### src/core/nrc_map.svh
// Address map, field positions, reset values and timing counts of the clock-SRAM host
`ifndef NRC_MAP_SVH
`define NRC_MAP_SVH

// ==========================================================
// Software register offsets
`define NRC_REG_CMD     8'h00
`define NRC_REG_ADDR    8'h04
`define NRC_REG_WDATA   8'h08
`define NRC_REG_RDATA   8'h0c
`define NRC_REG_STATUS  8'h10
`define NRC_REG_SCRATCH 8'h14
`define NRC_REG_TK_LO   8'h18
`define NRC_REG_TK_HI   8'h1c

// ==========================================================
// Field positions
`define NRC_CMD_GO_BIT    2
`define NRC_CMD_ABORT_BIT 4
`define NRC_STS_BUSY_BIT  0
`define NRC_STS_DONE_BIT  1

// ==========================================================
// Reset values
`define NRC_SCRATCH_RST 13'h1fff
`define NRC_ABORT_RST   1'b1

// ==========================================================
// Unlock pattern, bytes c5 3a a3 5c twice, sent from bit 0 upward
`define NRC_UNLOCK_PAT 64'h5ca33ac5_5ca33ac5
`define NRC_XFER_BITS  7'd64

// ==========================================================
// Timing: times in ns, clock in MHz, least times rounded up
`define NRC_CLK_MHZ 10
`define NRC_T_WP_NS 150
`define NRC_T_ACC_NS 200
`define NRC_T_WR_NS 20
`define NRC_CYC(ns) ((((ns) * `NRC_CLK_MHZ) + 999) / 1000)
`define NRC_WP_CYC 4'(`NRC_CYC(`NRC_T_WP_NS))
`define NRC_ACC_CYC 4'(`NRC_CYC(`NRC_T_ACC_NS))
`define NRC_WR_CYC 4'(`NRC_CYC(`NRC_T_WR_NS))

`endif

### src/core/nrc_pkg.sv
// Types shared by the clock-SRAM host controller
package nrc_pkg;

  // ==========================================================
  // Commands written to the command register
  typedef enum logic [1:0] {
    NRC_OP_MEM_RD,
    NRC_OP_MEM_WR,
    NRC_OP_TK_RD,
    NRC_OP_TK_WR
  } nrc_op_t;

  // ==========================================================
  // Pins driven towards the memory socket
  typedef struct packed {
    logic chip_sel_n;
    logic out_en_n;
    logic wr_strobe_n;
    logic [12:0] byte_address_lines;
    logic [7:0] dq_out;
    logic dq_oe_n;
  } nrc_pins_t;

endpackage : nrc_pkg

### src/core/nrc_host.sv
// Host controller that drives the clock-SRAM socket over its SRAM pins
`timescale 1ns/1ps
`include "nrc_map.svh"

module nrc_host
  import nrc_pkg::*;
(
  input wire logic sys_clk,
  input wire logic rst_n,
  input wire logic [7:0] sw_addr,
  input wire logic [31:0] sw_wdata,
  input wire logic sw_wr,
  input wire logic sw_rd,
  output logic [31:0] sw_rdata,
  output nrc_pins_t pins,
  input wire logic [7:0] dq_in,
  output logic tk_abort_n
);

  typedef enum logic [1:0] {ST_IDLE, ST_SETUP, ST_STROBE, ST_RECOV} nrc_state_t;
  typedef enum logic [1:0] {PH_MEM, PH_START, PH_MATCH, PH_XFER} nrc_phase_t;

  localparam logic [63:0] UNLOCK = `NRC_UNLOCK_PAT;

  nrc_state_t st_q;
  nrc_phase_t ph_q;
  nrc_op_t op_q;
  logic [3:0] tmr_q;
  logic [6:0] cnt_q;
  logic [12:0] addr_q;
  logic [12:0] scratch_q;
  logic [7:0] wdata_q;
  logic [7:0] rdata_q;
  logic [63:0] tk_q;
  logic done_q;
  logic abort_q;
  logic [31:0] rdat_q;
  logic go;
  logic cyc_wr;
  logic cyc_end;
  logic seq_end;
  logic [7:0] cyc_data;
  logic [12:0] cyc_addr;

  // ==========================================================
  // Software command decode
  assign go = sw_wr && (sw_addr == `NRC_REG_CMD) && sw_wdata[`NRC_CMD_GO_BIT] && (st_q == ST_IDLE);

  // Current bus cycle kind, data and address
  always_comb begin
    cyc_wr = 1'b0;
    cyc_data = wdata_q;
    cyc_addr = addr_q;
    case (ph_q)
      PH_MEM: begin
        cyc_wr = (op_q == NRC_OP_MEM_WR);
      end
      PH_START: begin
        cyc_addr = scratch_q;
      end
      PH_MATCH: begin
        cyc_wr = 1'b1;
        cyc_data = {7'h00, UNLOCK[cnt_q[5:0]]};
        cyc_addr = scratch_q;
      end
      default: begin
        cyc_wr = (op_q == NRC_OP_TK_WR);
        cyc_data = {7'h00, tk_q[0]};
        cyc_addr = scratch_q;
      end
    endcase
  end

  assign cyc_end = (st_q == ST_RECOV) && (tmr_q == 4'd1);
  assign seq_end = cyc_end && ((ph_q == PH_MEM) || ((ph_q == PH_XFER) && (cnt_q == `NRC_XFER_BITS - 7'd1)));

  // ==========================================================
  // Bus cycle sequencer: setup, strobe, recovery
  always_ff @(posedge sys_clk or negedge rst_n) begin
    if (!rst_n) begin
      st_q <= ST_IDLE;
      tmr_q <= 4'd0;
    end else begin
      case (st_q)
        ST_IDLE: begin
          if (go) begin
            st_q <= ST_SETUP;
          end
        end
        ST_SETUP: begin
          st_q <= ST_STROBE;
          tmr_q <= cyc_wr ? `NRC_WP_CYC : `NRC_ACC_CYC;
        end
        ST_STROBE: begin
          if (tmr_q == 4'd1) begin
            st_q <= ST_RECOV;
            tmr_q <= `NRC_WR_CYC;
          end else begin
            tmr_q <= tmr_q - 4'd1;
          end
        end
        default: begin
          if (tmr_q == 4'd1) begin
            st_q <= seq_end ? ST_IDLE : ST_SETUP;
          end else begin
            tmr_q <= tmr_q - 4'd1;
          end
        end
      endcase
    end
  end

  // Phase walk: start read, 64 unlock writes, 64 transfers
  always_ff @(posedge sys_clk or negedge rst_n) begin
    if (!rst_n) begin
      ph_q <= PH_MEM;
      cnt_q <= 7'd0;
      op_q <= NRC_OP_MEM_RD;
    end else if (go) begin
      op_q <= nrc_op_t'(sw_wdata[1:0]);
      ph_q <= sw_wdata[1] ? PH_START : PH_MEM;
      cnt_q <= 7'd0;
    end else if (cyc_end) begin
      case (ph_q)
        PH_START: begin
          ph_q <= PH_MATCH;
          cnt_q <= 7'd0;
        end
        PH_MATCH: begin
          if (cnt_q == `NRC_XFER_BITS - 7'd1) begin
            ph_q <= PH_XFER;
            cnt_q <= 7'd0;
          end else begin
            cnt_q <= cnt_q + 7'd1;
          end
        end
        PH_XFER: begin
          cnt_q <= cnt_q + 7'd1;
        end
        default: begin
          cnt_q <= 7'd0;
        end
      endcase
    end
  end

  // Data capture at the last strobe cycle, timekeeping bits rotate through
  always_ff @(posedge sys_clk or negedge rst_n) begin
    if (!rst_n) begin
      rdata_q <= 8'h00;
      tk_q <= 64'h0;
    end else if (st_q == ST_IDLE && sw_wr && sw_addr == `NRC_REG_TK_LO) begin
      tk_q[31:0] <= sw_wdata;
    end else if (st_q == ST_IDLE && sw_wr && sw_addr == `NRC_REG_TK_HI) begin
      tk_q[63:32] <= sw_wdata;
    end else if (st_q == ST_STROBE && tmr_q == 4'd1 && !cyc_wr) begin
      // Read data sampled on the last strobe edge
      if (ph_q == PH_MEM) begin
        rdata_q <= dq_in;
      end else if (ph_q == PH_XFER) begin
        tk_q <= {dq_in[0], tk_q[63:1]};
      end
    end else if (cyc_end && cyc_wr && ph_q == PH_XFER) begin
      // Write bit rotates after recovery, so it still holds past the rising strobe
      tk_q <= {tk_q[0], tk_q[63:1]};
    end
  end

  // Software-written settings, taken only while idle
  always_ff @(posedge sys_clk or negedge rst_n) begin
    if (!rst_n) begin
      addr_q <= 13'h0000;
      wdata_q <= 8'h00;
      scratch_q <= `NRC_SCRATCH_RST;
      abort_q <= `NRC_ABORT_RST;
    end else if (sw_wr && st_q == ST_IDLE) begin
      if (sw_addr == `NRC_REG_ADDR) begin
        addr_q <= sw_wdata[12:0];
      end else if (sw_addr == `NRC_REG_WDATA) begin
        wdata_q <= sw_wdata[7:0];
      end else if (sw_addr == `NRC_REG_SCRATCH) begin
        scratch_q <= sw_wdata[12:0];
      end else if (sw_addr == `NRC_REG_CMD) begin
        abort_q <= sw_wdata[`NRC_CMD_ABORT_BIT];
      end
    end
  end

  // Done flag: completion wins over a clear in the same cycle
  always_ff @(posedge sys_clk or negedge rst_n) begin
    if (!rst_n) begin
      done_q <= 1'b0;
    end else if (seq_end) begin
      done_q <= 1'b1;
    end else if (sw_wr && sw_addr == `NRC_REG_STATUS && sw_wdata[`NRC_STS_DONE_BIT]) begin
      done_q <= 1'b0;
    end
  end

  // ==========================================================
  // Read port, data one cycle after the strobe
  always_ff @(posedge sys_clk or negedge rst_n) begin
    if (!rst_n) begin
      rdat_q <= 32'h0;
    end else if (sw_rd) begin
      if (sw_addr == `NRC_REG_CMD) begin
        rdat_q <= {27'h0, abort_q, 1'b0, 1'b0, op_q};
      end else if (sw_addr == `NRC_REG_ADDR) begin
        rdat_q <= {19'h0, addr_q};
      end else if (sw_addr == `NRC_REG_WDATA) begin
        rdat_q <= {24'h0, wdata_q};
      end else if (sw_addr == `NRC_REG_RDATA) begin
        rdat_q <= {24'h0, rdata_q};
      end else if (sw_addr == `NRC_REG_STATUS) begin
        rdat_q <= {30'h0, done_q, st_q != ST_IDLE};
      end else if (sw_addr == `NRC_REG_SCRATCH) begin
        rdat_q <= {19'h0, scratch_q};
      end else if (sw_addr == `NRC_REG_TK_LO) begin
        rdat_q <= tk_q[31:0];
      end else if (sw_addr == `NRC_REG_TK_HI) begin
        rdat_q <= tk_q[63:32];
      end else begin
        rdat_q <= 32'h0;
      end
    end else begin
      rdat_q <= 32'h0;
    end
  end

  assign sw_rdata = rdat_q;
  assign tk_abort_n = abort_q;

  // ==========================================================
  // Socket pins: address held through the whole cycle
  always_comb begin
    pins.chip_sel_n = !(st_q == ST_SETUP || st_q == ST_STROBE);
    pins.wr_strobe_n = !(st_q == ST_STROBE && cyc_wr);
    pins.out_en_n = !(st_q == ST_STROBE && !cyc_wr);
    pins.byte_address_lines = (st_q == ST_IDLE) ? 13'h0000 : cyc_addr;
    pins.dq_out = (st_q == ST_IDLE) ? 8'h00 : cyc_data;
    pins.dq_oe_n = !(st_q != ST_IDLE && cyc_wr);
  end

  // ==========================================================
  // Checks
  a_addr_held: assert property (@(posedge sys_clk) disable iff (!rst_n)
    (st_q != ST_IDLE && $past(st_q) != ST_IDLE) |-> $stable(pins.byte_address_lines))
    else $error("address moved inside a bus cycle");
  a_we_recovery: assert property (@(posedge sys_clk) disable iff (!rst_n)
    $rose(pins.wr_strobe_n) |-> pins.wr_strobe_n && pins.chip_sel_n)
    else $error("write strobe recovery skipped");
  // Write data must outlast the rising strobe by the recovery cycle
  a_wdata_hold: assert property (@(posedge sys_clk) disable iff (!rst_n)
    $rose(pins.wr_strobe_n) |-> ($stable(pins.dq_out) && !pins.dq_oe_n))
    else $error("write data changed at the rising write strobe");
  a_oe_quiet_write: assert property (@(posedge sys_clk) disable iff (!rst_n)
    (!pins.wr_strobe_n || !pins.dq_oe_n) |-> pins.out_en_n)
    else $error("output enable low while host drives data");
  a_scratch_only: assert property (@(posedge sys_clk) disable iff (!rst_n)
    (ph_q == PH_MATCH && !pins.chip_sel_n) |-> pins.byte_address_lines == scratch_q)
    else $error("unlock write off the scratch byte");
  a_pattern_bit: assert property (@(posedge sys_clk) disable iff (!rst_n)
    (ph_q == PH_MATCH && !pins.wr_strobe_n) |-> pins.dq_out[0] == UNLOCK[cnt_q[5:0]])
    else $error("unlock bit differs from pattern");
  a_xfer_one_strobe: assert property (@(posedge sys_clk) disable iff (!rst_n)
    (ph_q == PH_XFER && st_q == ST_STROBE) |-> (pins.out_en_n != pins.wr_strobe_n))
    else $error("transfer cycle without exactly one strobe");
  a_start_read: assert property (@(posedge sys_clk) disable iff (!rst_n)
    (ph_q == PH_START && st_q == ST_STROBE) |-> !pins.out_en_n ##1 ph_q == PH_START)
    else $error("unlock not opened by a read");
  a_full_groups: assert property (@(posedge sys_clk) disable iff (!rst_n)
    (ph_q == PH_XFER && $fell(st_q != ST_IDLE)) |-> $past(cnt_q) == `NRC_XFER_BITS - 7'd1)
    else $error("timekeeping transfer ended short of 64 bits");

endmodule : nrc_host

### config.mk
export PLATFORM = sky130hd
export DESIGN_NAME = nrc_host
export DESIGN_NICKNAME = d
export VERILOG_FILES = /design/src/core/nrc_pkg.sv /design/src/core/nrc_host.sv
export VERILOG_INCLUDE_DIRS = /design/src /design/src/core
export SDC_FILE = /design/constraint.sdc
export NUM_CORES = 1
export LEC_CHECK = 0
export ABC_AREA = 1
export BUFFER_PORTS_ARGS = -buffer_cell sky130_fd_sc_hd__buf_2
export CAP_MARGIN = 30
export CORE_AREA = 2 2 236 122
export CTS_BUF_LIST = sky130_fd_sc_hd__clkbuf_8
export CTS_CLUSTER_DIAMETER = 30
export DETAILED_ROUTE_END_ITERATION = 8
export DIE_AREA = 0 0 238 124
export PLACE_DENSITY = 0.54
export SYNTH_ARGS = -nofsm -noshare
export SYNTH_HDL_FRONTEND = slang
export SYNTH_SLANG_ARGS = --single-unit
### constraint.sdc
create_clock -name sys_clk -period 6.6 [get_ports sys_clk]
set_input_delay 0.33 -clock sys_clk [delete_from_list [all_inputs] [get_ports sys_clk]]
set_output_delay 0.33 -clock sys_clk [all_outputs]
set_load 0.05 [all_outputs]
==> summary.md, run 1 <==
| Metric | Value |
|---|---|
| TritonCTS clock tree | `yes` |
| DR vias/cell | `4.72` |
| Synth unique cells | `40` |
| First-pass iteration count of the detailed router | `6` |
| CP Capture Type | `flop` |
| Max Slew Vio Count | `0` |
| FILL cells | `2899` |
| Slew margin rel. | `0.377` |
| Number of synthesized flops with an enable pin | `0` |
| Startpoint Class | `flop` |
| Max VDD drop | `133 µV` |
| Minimum clock period | `3.61 ns` |
| Net switching power | `0.791 mW` |
| CTS sink count | `157` |
| Status | `complete, no violations` |
| Row cnt | `43` |
| Final HPWL DP | `16500 µm` |
| Power Internal | `1.51 mW` |
| Area added between synthesis and finish | `15.2%` |
| CTS H-Tree Depth | `4` |
| Final setup TNS | `0 ns` |
| Root buffer cell | `clkbuf_8` |
| Placed Cells | `1480` |
| Clk pwr share | `0.354` |
| Share of layout cells above drive strength 1 | `0.181` |
| Post-CTS setup buffers | `0` |
| Drt total wl | `23900 µm` |
| IO Pins | `110` |
| Final ANT Viol Nets | `0` |
| Unrepaired setup endpoints after global routing | `false` |
| Final Wtd Congestion | `0.839` |
| Yosys warns | `0` |
| Number of CTS-inserted buffers | `17` |
| Total grt overflow | `0` |
| Critical path type | `flop to flop` |
| Switching power share of the total | `0.343` |
| Routed via count | `7158` |
| Final Hold Viols | `0` |
| Clock Latency Late Sink | `0.49 ns` |
| Cell Count, Final, Fillers Out | `1515` |
| Combinational Power Share | `0.198` |
| Slew @ Worst Pin | `0.933 ns` |
| Mapped cell area | `8140 µm²` |
| Syn Inst Count | `1056` |
| Register area share after synthesis | `0.485` |
| Worst path arrival time | `3.98 ns` |
| Static Leakage | `4.56 nW` |
| Pwr dens | `246 nW/µm²` |
| Core area | `27300 µm²` |
| Min-delay worst type | `primary input to flop` |
| Die Ht | `124 µm` |
| Largest net degree at the start of global routing | `99` |
| Die W | `238 µm` |
| Starting Density | `0.298` |
| Ys flop type | `dfrtp_1` |
| Ys async rst share | `1.00` |
| Detailed Route Iter0 Violations | `684` |
| Max FO, Critical Path | `32` |
| Flop pwr share | `0.447` |
| Seq cells post-synth | `157` |
| Max cap viols | `0` |
| Vias in the first global route | `6670` |
| Port bufs | `109` |
| Max Freq | `277 MHz` |
| Worst Path Required | `6.97 ns` |
| Core Util, Final | `0.343` |
| Setup violations, final | `0` |
| Global-route wire length before repair | `38300 µm` |
| Clock-pin slew on the worst setup and hold paths | `0.11 ns` |
| Nets | `1204` |
| Period utilisation layout | `0.546` |
| Clk buf depth | `2` |
| WL per Instance | `15.8 µm` |
| # DRC | `0` |
| Syn_area_per_cell | `7.71 µm²` |
| GRT Overall Usage | `0.170` |
| Final Skew | `0.0243 ns` |
| Post-Syn Nets | `1119` |
| Die area | `29500 µm²` |
| Number of antenna violations at the first check in global routing | `1` |
cell type report:
class	count	area [µm²]	area share
Sequential cell	157	3950	0.421
Multi-Input combinational cell	760	3590	0.383
Timing Repair Buffer	112	597	0.0637
Tap cell	360	450	0.0480
Inverter	93	352	0.0375
Clock buffer	18	248	0.0264
Clock inverter	14	185	0.0198
Antenna cell	1	2.50	0.000267
path summary, 6_finish.rpt:
| kind | slack (ns) | to | depth (start not counted) | from |
|---|---|---|---|---|
| hold reg to reg | 0.50 | rdata_q[1]$_DFFE_PN0P_ | 2 | rdata_q[1]$_DFFE_PN0P_ |
| max in group asynchronous | 5.20 | st_q[0]$_DFFE_PN0P_ | 3 | rst_n |
| setup / recovery | 2.99 | tk_q[41]$_DFFE_PN0P_ | 11 | ph_q[1]$_DFFE_PN0P_ |
| hold / removal | 0.06 | rdata_q[2]$_DFFE_PN0P_ | 3 | dq_in[2] |
| min in group asynchronous | 0.27 | addr_q[5]$_DFFE_PN0P_ | 2 | rst_n |
| setup reg to reg | 2.99 | tk_q[41]$_DFFE_PN0P_ | 11 | ph_q[1]$_DFFE_PN0P_ |
cell families after synthesis:
| group | after synthesis | share of synthesized area |
|---|---|---|
| xor gates and xnor gates | 3 | 0.00323 |
| buffers and inverters | 139 | 0.0735 |
| DFF | 157 | 0.485 |
| muxes | 1 | 0.00123 |
| AOI/OAI and AO/OA | 239 | 0.159 |
| and+or+nand+nor | 506 | 0.261 |
| adders and majority gates | 11 | 0.0169 |
critical path, cell delays in order, from the launching register on:
cell,delay (ns)
dfrtp_1,0.55
inv_1,0.19
ha_1,0.70
inv_2,0.33
nand2_2,0.16
nand3_2,0.10
nand2_2,0.13
nand3_1,0.13
nand3_2,0.12
nand4_2,0.72
nand2_1,0.27
nand2_1,0.08
through the flow:
step	total power [mW]	hold WS, ns	cell area [µm²]	setup slack (ns)
2_1_floorplan	1.36	0.0344	8140	4.15
3_3_place_gp	1.50	0.474	8900	3.19
3_5_place_dp	1.50	0.474	8900	3.00
4_1_cts	2.32	0.0242	9350	2.98
5_1_grt	2.42	0.0408	9370	2.64
6_report	2.30	0.0601	9380	2.99
layer usage:
layer,global-route usage,vias to the layer above,part of all wire
met5,0,-,0
met4,0.0422,0,0.0075
met3,0.0368,13,0.053
met2,0.233,159,0.39
met1,0.265,3425,0.55
li1,-,3561,-
placed cells by master, fill, tap and decap left out, types with 2 or more instances in the layout:
| cell | instances |
|---|---|
| nand3_1 | 25 |
| o21ai_2 | 10 |
| bufinv_16 | 3 |
| xor2_1 | 3 |
| o21ai_0 | 121 |
| clkinv_2 | 2 |
| nand2_1 | 377 |
| nand2_2 | 12 |
| ha_1 | 11 |
| nor2_4 | 4 |
| or2_2 | 2 |
| clkinv_4 | 3 |
| a21oi_1 | 49 |
| clkinvlp_4 | 3 |
| dfstp_2 | 14 |
| o21a_1 | 2 |
| dfrtp_1 | 143 |
| o211ai_1 | 3 |
| inv_2 | 7 |
| nand4_1 | 3 |
| o21ai_1 | 39 |
| buf_2 | 108 |
| clkbuf_8 | 18 |
| a41oi_1 | 3 |
| o22ai_1 | 5 |
| nor2_2 | 3 |
| nand3_2 | 6 |
| o221ai_1 | 5 |
| nor2_1 | 63 |
| nor3_1 | 4 |
| nand4_2 | 2 |
| inv_1 | 85 |
| inv_8 | 3 |
sequential cells by signal, summed over array words and instances (netlist names):
name        cells
st_q            2
op_q            2
addr_q         13
tk_q           64
done_q          1
ph_q            2
scratch_q      13
cnt_q           7
tmr_q           4
rdata_q         8
tk_abort_n      1
wdata_q         8
sw_rdata       32
timing repair:
| item | 4_1_cts | 5_1_grt |
|---|---|---|
| endpoints found under the hold margin | 64 | 0 |
| gates resized for setup | 0 | 0 |
| hold buffers | 1 | 0 |
cell usage after synthesis, drive strengths merged, types with 11 or more instances:
cell    instances  share of area
nand2         390           0.18
nor2           71          0.039
nand3          32          0.025
clkbuf         13         0.0060
ha             11          0.017
dfstp          14          0.045
o21ai         170           0.11
a21oi          49          0.030
dfrtp         143           0.44
buf            33          0.024
inv            91          0.042
power groups by stage:
stage,Clock [mW],Sequential [mW],Combinational [mW]
after CTS,0.836,1.03,0.456
after global routing,0.875,1.04,0.509
after global placement,0,1.05,0.452
final,0.817,1.03,0.457
after floorplan,0,1.04,0.312
after detailed placement,0,1.05,0.454
(Power assumes the default switching activity.)
==> run 2: changes to the inputs <==
ABC_AREA = 0   (was 1)
CORE_AREA = 2 2 235 121   (was 2 2 236 122)
DIE_AREA = 0 0 237 123   (was 0 0 238 124)
PLACE_DENSITY = 0.56   (was 0.54)
clock period = 3 ns   (was 6.6 ns; I/O delays follow)
==> summary.md, run 2 <==
| Metric | Value |
|---|---|
| Detailed Route Iter0 Violations | `581 (-15%)` |
| Status | `complete, no violations` |
| Startpoint Class | `flop` |
| Vias in the first global route | `6520 (-2.2%)` |
| Post-Synth XOR/XNOR Area | `0.00217 (-0.00105)` |
| Die Ht | `123 µm (-0.81%)` |
| Final ANT Viol Nets | `0 (unchanged)` |
| Mapped cell area | `8050 µm² (-1.0%)` |
| Unrepaired setup endpoints after global routing | `false` |
| CTS sink count | `157 (unchanged)` |
| Root buffer cell | `clkbuf_8` |
| Max Slew Vio Count | `0 (unchanged)` |
| Final Wtd Congestion | `0.821 (-2.2%)` |
| DR vias/cell | `5.20 (+10%)` |
| Slew @ Worst Pin | `0.785 ns (-0.148 ns)` |
| Commonest cells after routing, fill and taps aside | `dfrtp_1 (143), buf_2 (108), nor2_1 (99)` |
| Slew margin rel. | `0.476 (+0.0989)` |
| Routed via count | `6816 (-4.8%)` |
| Final HPWL DP | `18000 µm (+9.3%)` |
| Max VDD drop | `264 µV (+98%)` |
| Synth area leader | `dfrtp_1` |
| Minimum clock period | `2.69 ns (-0.919 ns)` |
| Seq cells post-synth | `157 (unchanged)` |
| Max cap viols | `0 (unchanged)` |
| Worst r2r src | `ph_q[1]$_DFFE_PN0P_` |
| Worst path buffer plus inverter count | `2 (unchanged)` |
| CP delay by family, top | `compound AO/OA/AOI/OAI gates` |
| IO Pins | `110 (unchanged)` |
| Critical-path top delay cell | `a21oi_2` |
| Die W | `237 µm (-0.42%)` |
| Min-delay worst type | `primary input to flop` |
| Final setup TNS | `0 ns (unchanged)` |
| Register area share after synthesis | `0.490 (+0.00512)` |
| Global routing usage on met1 | `0.287 (+0.0222)` |
| Pwr dens | `409 nW/µm² (+66%)` |
| Clk buf depth | `2 (unchanged)` |
| CP endpoint | `tk_q[43]$_DFFE_PN0P_` |
| Commonest non-fill, non-tap cell in the layout | `dfrtp_1` |
| CP Capture Type | `flop` |
| Largest net degree at the start of global routing | `67 (-32%)` |
| Max FO, Critical Path | `21 (-34%)` |
| Worst Path Required | `3.42 ns (-3.55 ns)` |
| Yosys warns | `0 (unchanged)` |
| Area added between synthesis and finish | `22.3%` |
| Share of layout cells above drive strength 1 | `0.266 (+0.0844)` |
| Number of CTS-inserted buffers | `17 (unchanged)` |
| Clock Latency Late Sink | `0.48 ns (about the same)` |
| Most flops, register | `tk_q` |
| # DRC | `0 (unchanged)` |
| Worst path arrival time | `3.11 ns (-0.87 ns)` |
| Global-route wire length before repair | `40300 µm (+5.2%)` |
| Post-Syn Nets | `861 (-23%)` |
| Met2 GRT Util | `0.246 (+0.0130)` |
| Row cnt | `43 (unchanged)` |
| TritonCTS clock tree | `yes` |
| Syn_area_per_cell | `10.1 µm² (+31%)` |
| Period utilisation layout | `0.896 (+0.350)` |
| R2R setup slack | `0.31 ns (-2.68 ns)` |
| Number of synthesized flops with an enable pin | `0 (unchanged)` |
| Ys async rst share | `1.00 (unchanged)` |
| Syn Inst Count | `798 (-24%)` |
| Largest stage delay on the critical path | `0.51 ns (-0.21 ns)` |
| Nets | `999 (-17%)` |
| Compound-cell area share of the yosys netlist | `0.211 (+0.0523)` |
| WL per Instance | `19.7 µm (+25%)` |
| Mux contribution to synthesized area | `0.0994 (+0.0982)` |
| Synth unique cells | `61 (+53%)` |
| Drt total wl | `25800 µm (+7.9%)` |
| Critical path type | `flop to flop` |
| First-pass iteration count of the detailed router | `6 (unchanged)` |
| Post-synth top cells | `dfrtp_1 (143), nor2_1 (99), o21ai_0 (68), a21oi_1 (66), mux2_2 (50)` |
| Die area | `29200 µm² (-1.2%)` |
| Starting Density | `0.296 (-0.00136)` |
| Static Leakage | `4.32 nW (-5.3%)` |
| Total grt overflow | `0 (unchanged)` |
| CP Cell Sequence | `inv_1, ha_1, xor2_1, a32o_1, o21ai_2, a21oi_2, buf_4, o221a_1` |
| Timing startpoint of the critical path | `ph_q[1]$_DFFE_PN0P_` |
| CP Depth | `8 (-3)` |
| Largest family of logic cells by synthesized area | `compound AO/OA/AOI/OAI gates` |
| Clock-pin slew on the worst setup and hold paths | `0.08 ns (-0.03 ns)` |
| Final Hold Viols | `0 (unchanged)` |
| Worst reg-to-reg path cell count | `8 (-3)` |
| Global Route met3 Usage | `0.0518 (+0.0150)` |
| Largest register FFs | `64 (unchanged)` |
| Setup violations, final | `0 (unchanged)` |
| Port bufs | `109 (unchanged)` |
| GRT Overall Usage | `0.183 (+0.0134)` |
| Post-Synth Simple-Gate Area | `0.141 (-0.121)` |
| Max Freq | `372 MHz (+34%)` |
| Synth area leaders | `dfrtp_1 (44%), mux2_2 (7.0%), nor2_1 (4.6%)` |
| Number of antenna violations at the first check in global routing | `1 (unchanged)` |
| Ys flop type | `dfrtp_1` |
| Synth top area share | `0.444 (+0.00464)` |
| RR Endpoint | `tk_q[43]$_DFFE_PN0P_` |
| PostCTS Resize Cnt | `0 (unchanged)` |
| Worst slack, placed | `0.363 ns (-2.64 ns)` |
| Setup WS post-layout | `0.312 ns (-2.68 ns)` |
| Most numerous cell in the Yosys netlist | `dfrtp_1` |
| Final Skew | `0.0150 ns (-0.00932 ns)` |
| Most Crowded Layer GR | `met1` |
| Core area | `27200 µm² (-0.59%)` |
| CTS H-Tree Depth | `4 (unchanged)` |
| Adder-cell share of the synthesized area | `0.0171 (+0.000179)` |
run 2: where the power goes:
| part | internal (mW) | total [mW] | leakage, nW | switching [mW] |
|---|---|---|---|---|
| Sequential | 2.13 | 2.14 | 1.91 | 0.00939 |
| Clock | 0.797 | 1.64 | 0.207 | 0.840 |
| Combinational | 0.106 | 0.257 | 2.20 | 0.151 |
run 2: per-stage QoR:
step            util  hold slack [ns]  power, mW  instances  instance area (µm²)
2_1_floorplan      -           -0.146       2.26        798                 8050
3_3_place_gp   0.333            0.189       2.39       1237                 9050
3_5_place_dp   0.333            0.196       2.40       1237                 9050
4_1_cts        0.362          0.00131       4.08       1309                 9850
5_1_grt        0.362           0.0288       4.19       1310                 9850
6_report       0.362           0.0342       4.03       1310                 9850
run 2: cell type report:
| cell class | count | area (µm²) |
|---|---|---|
| tap | 360 | 450 |
| clock buffer | 20 | 275 |
| fill | 2758 | 17300 |
| sequential | 157 | 3950 |
| clock inverter | 12 | 120 |
| timing repair buffer | 179 | 1200 |
| antenna | 1 | 2.50 |
| multi-input combinational | 567 | 3800 |
| inverter | 14 | 52.6 |
run 2: worst reg2reg max path, cell delays in order (launching register included):
cell     delay (ns)
dfrtp_1        0.43
inv_1          0.12
ha_1           0.33
xor2_1         0.26
a32o_1         0.20
o21ai_2        0.10
a21oi_2        0.51
buf_4          0.43
o221a_1        0.25
run 2: worst min path at each step:
stage,start,endpoint,slack (ns),depth (start not counted)
2_1_floorplan,rst_n,addr_q[0]$_DFFE_PN0P_,-0.15,0
3_3_place_gp,rst_n,cnt_q[4]$_DFFE_PN0P_,0.19,1
3_5_place_dp,rst_n,tmr_q[2]$_DFFE_PN0P_,0.20,1
4_1_cts,sw_wdata[1],tk_q[1]$_DFFE_PN0P_,0.001,3
5_1_grt,sw_rd,sw_rdata[6]$_DFF_PN0_,0.03,2
6_report,sw_wdata[1],tk_q[1]$_DFFE_PN0P_,0.03,3
run 2: timing repair:
item | in CTS | in global routing
hold buffers | 40 | 0
setup endpoints to repair | 0 | 0
buffers inserted | 0 | 0
hold endpoints to repair | 127 | 0
run 2: kinds of logic (layout without fill, tap and decap cells):
family,after synthesis,in the layout
and+or+nand+nor,227,227
adders and majority gates,11,11
DFF,157,157
other,0,1
AOI/OAI and AO/OA,257,257
muxes,70,70
xor gates and xnor gates,2,2
buffers and inverters,74,225
run 2: metal layers:
metal,wire length (µm),vias up
met1,13800,3394
met3,1610,15
met2,10200,216
met5,0,-
met4,155,0
li1,-,3191
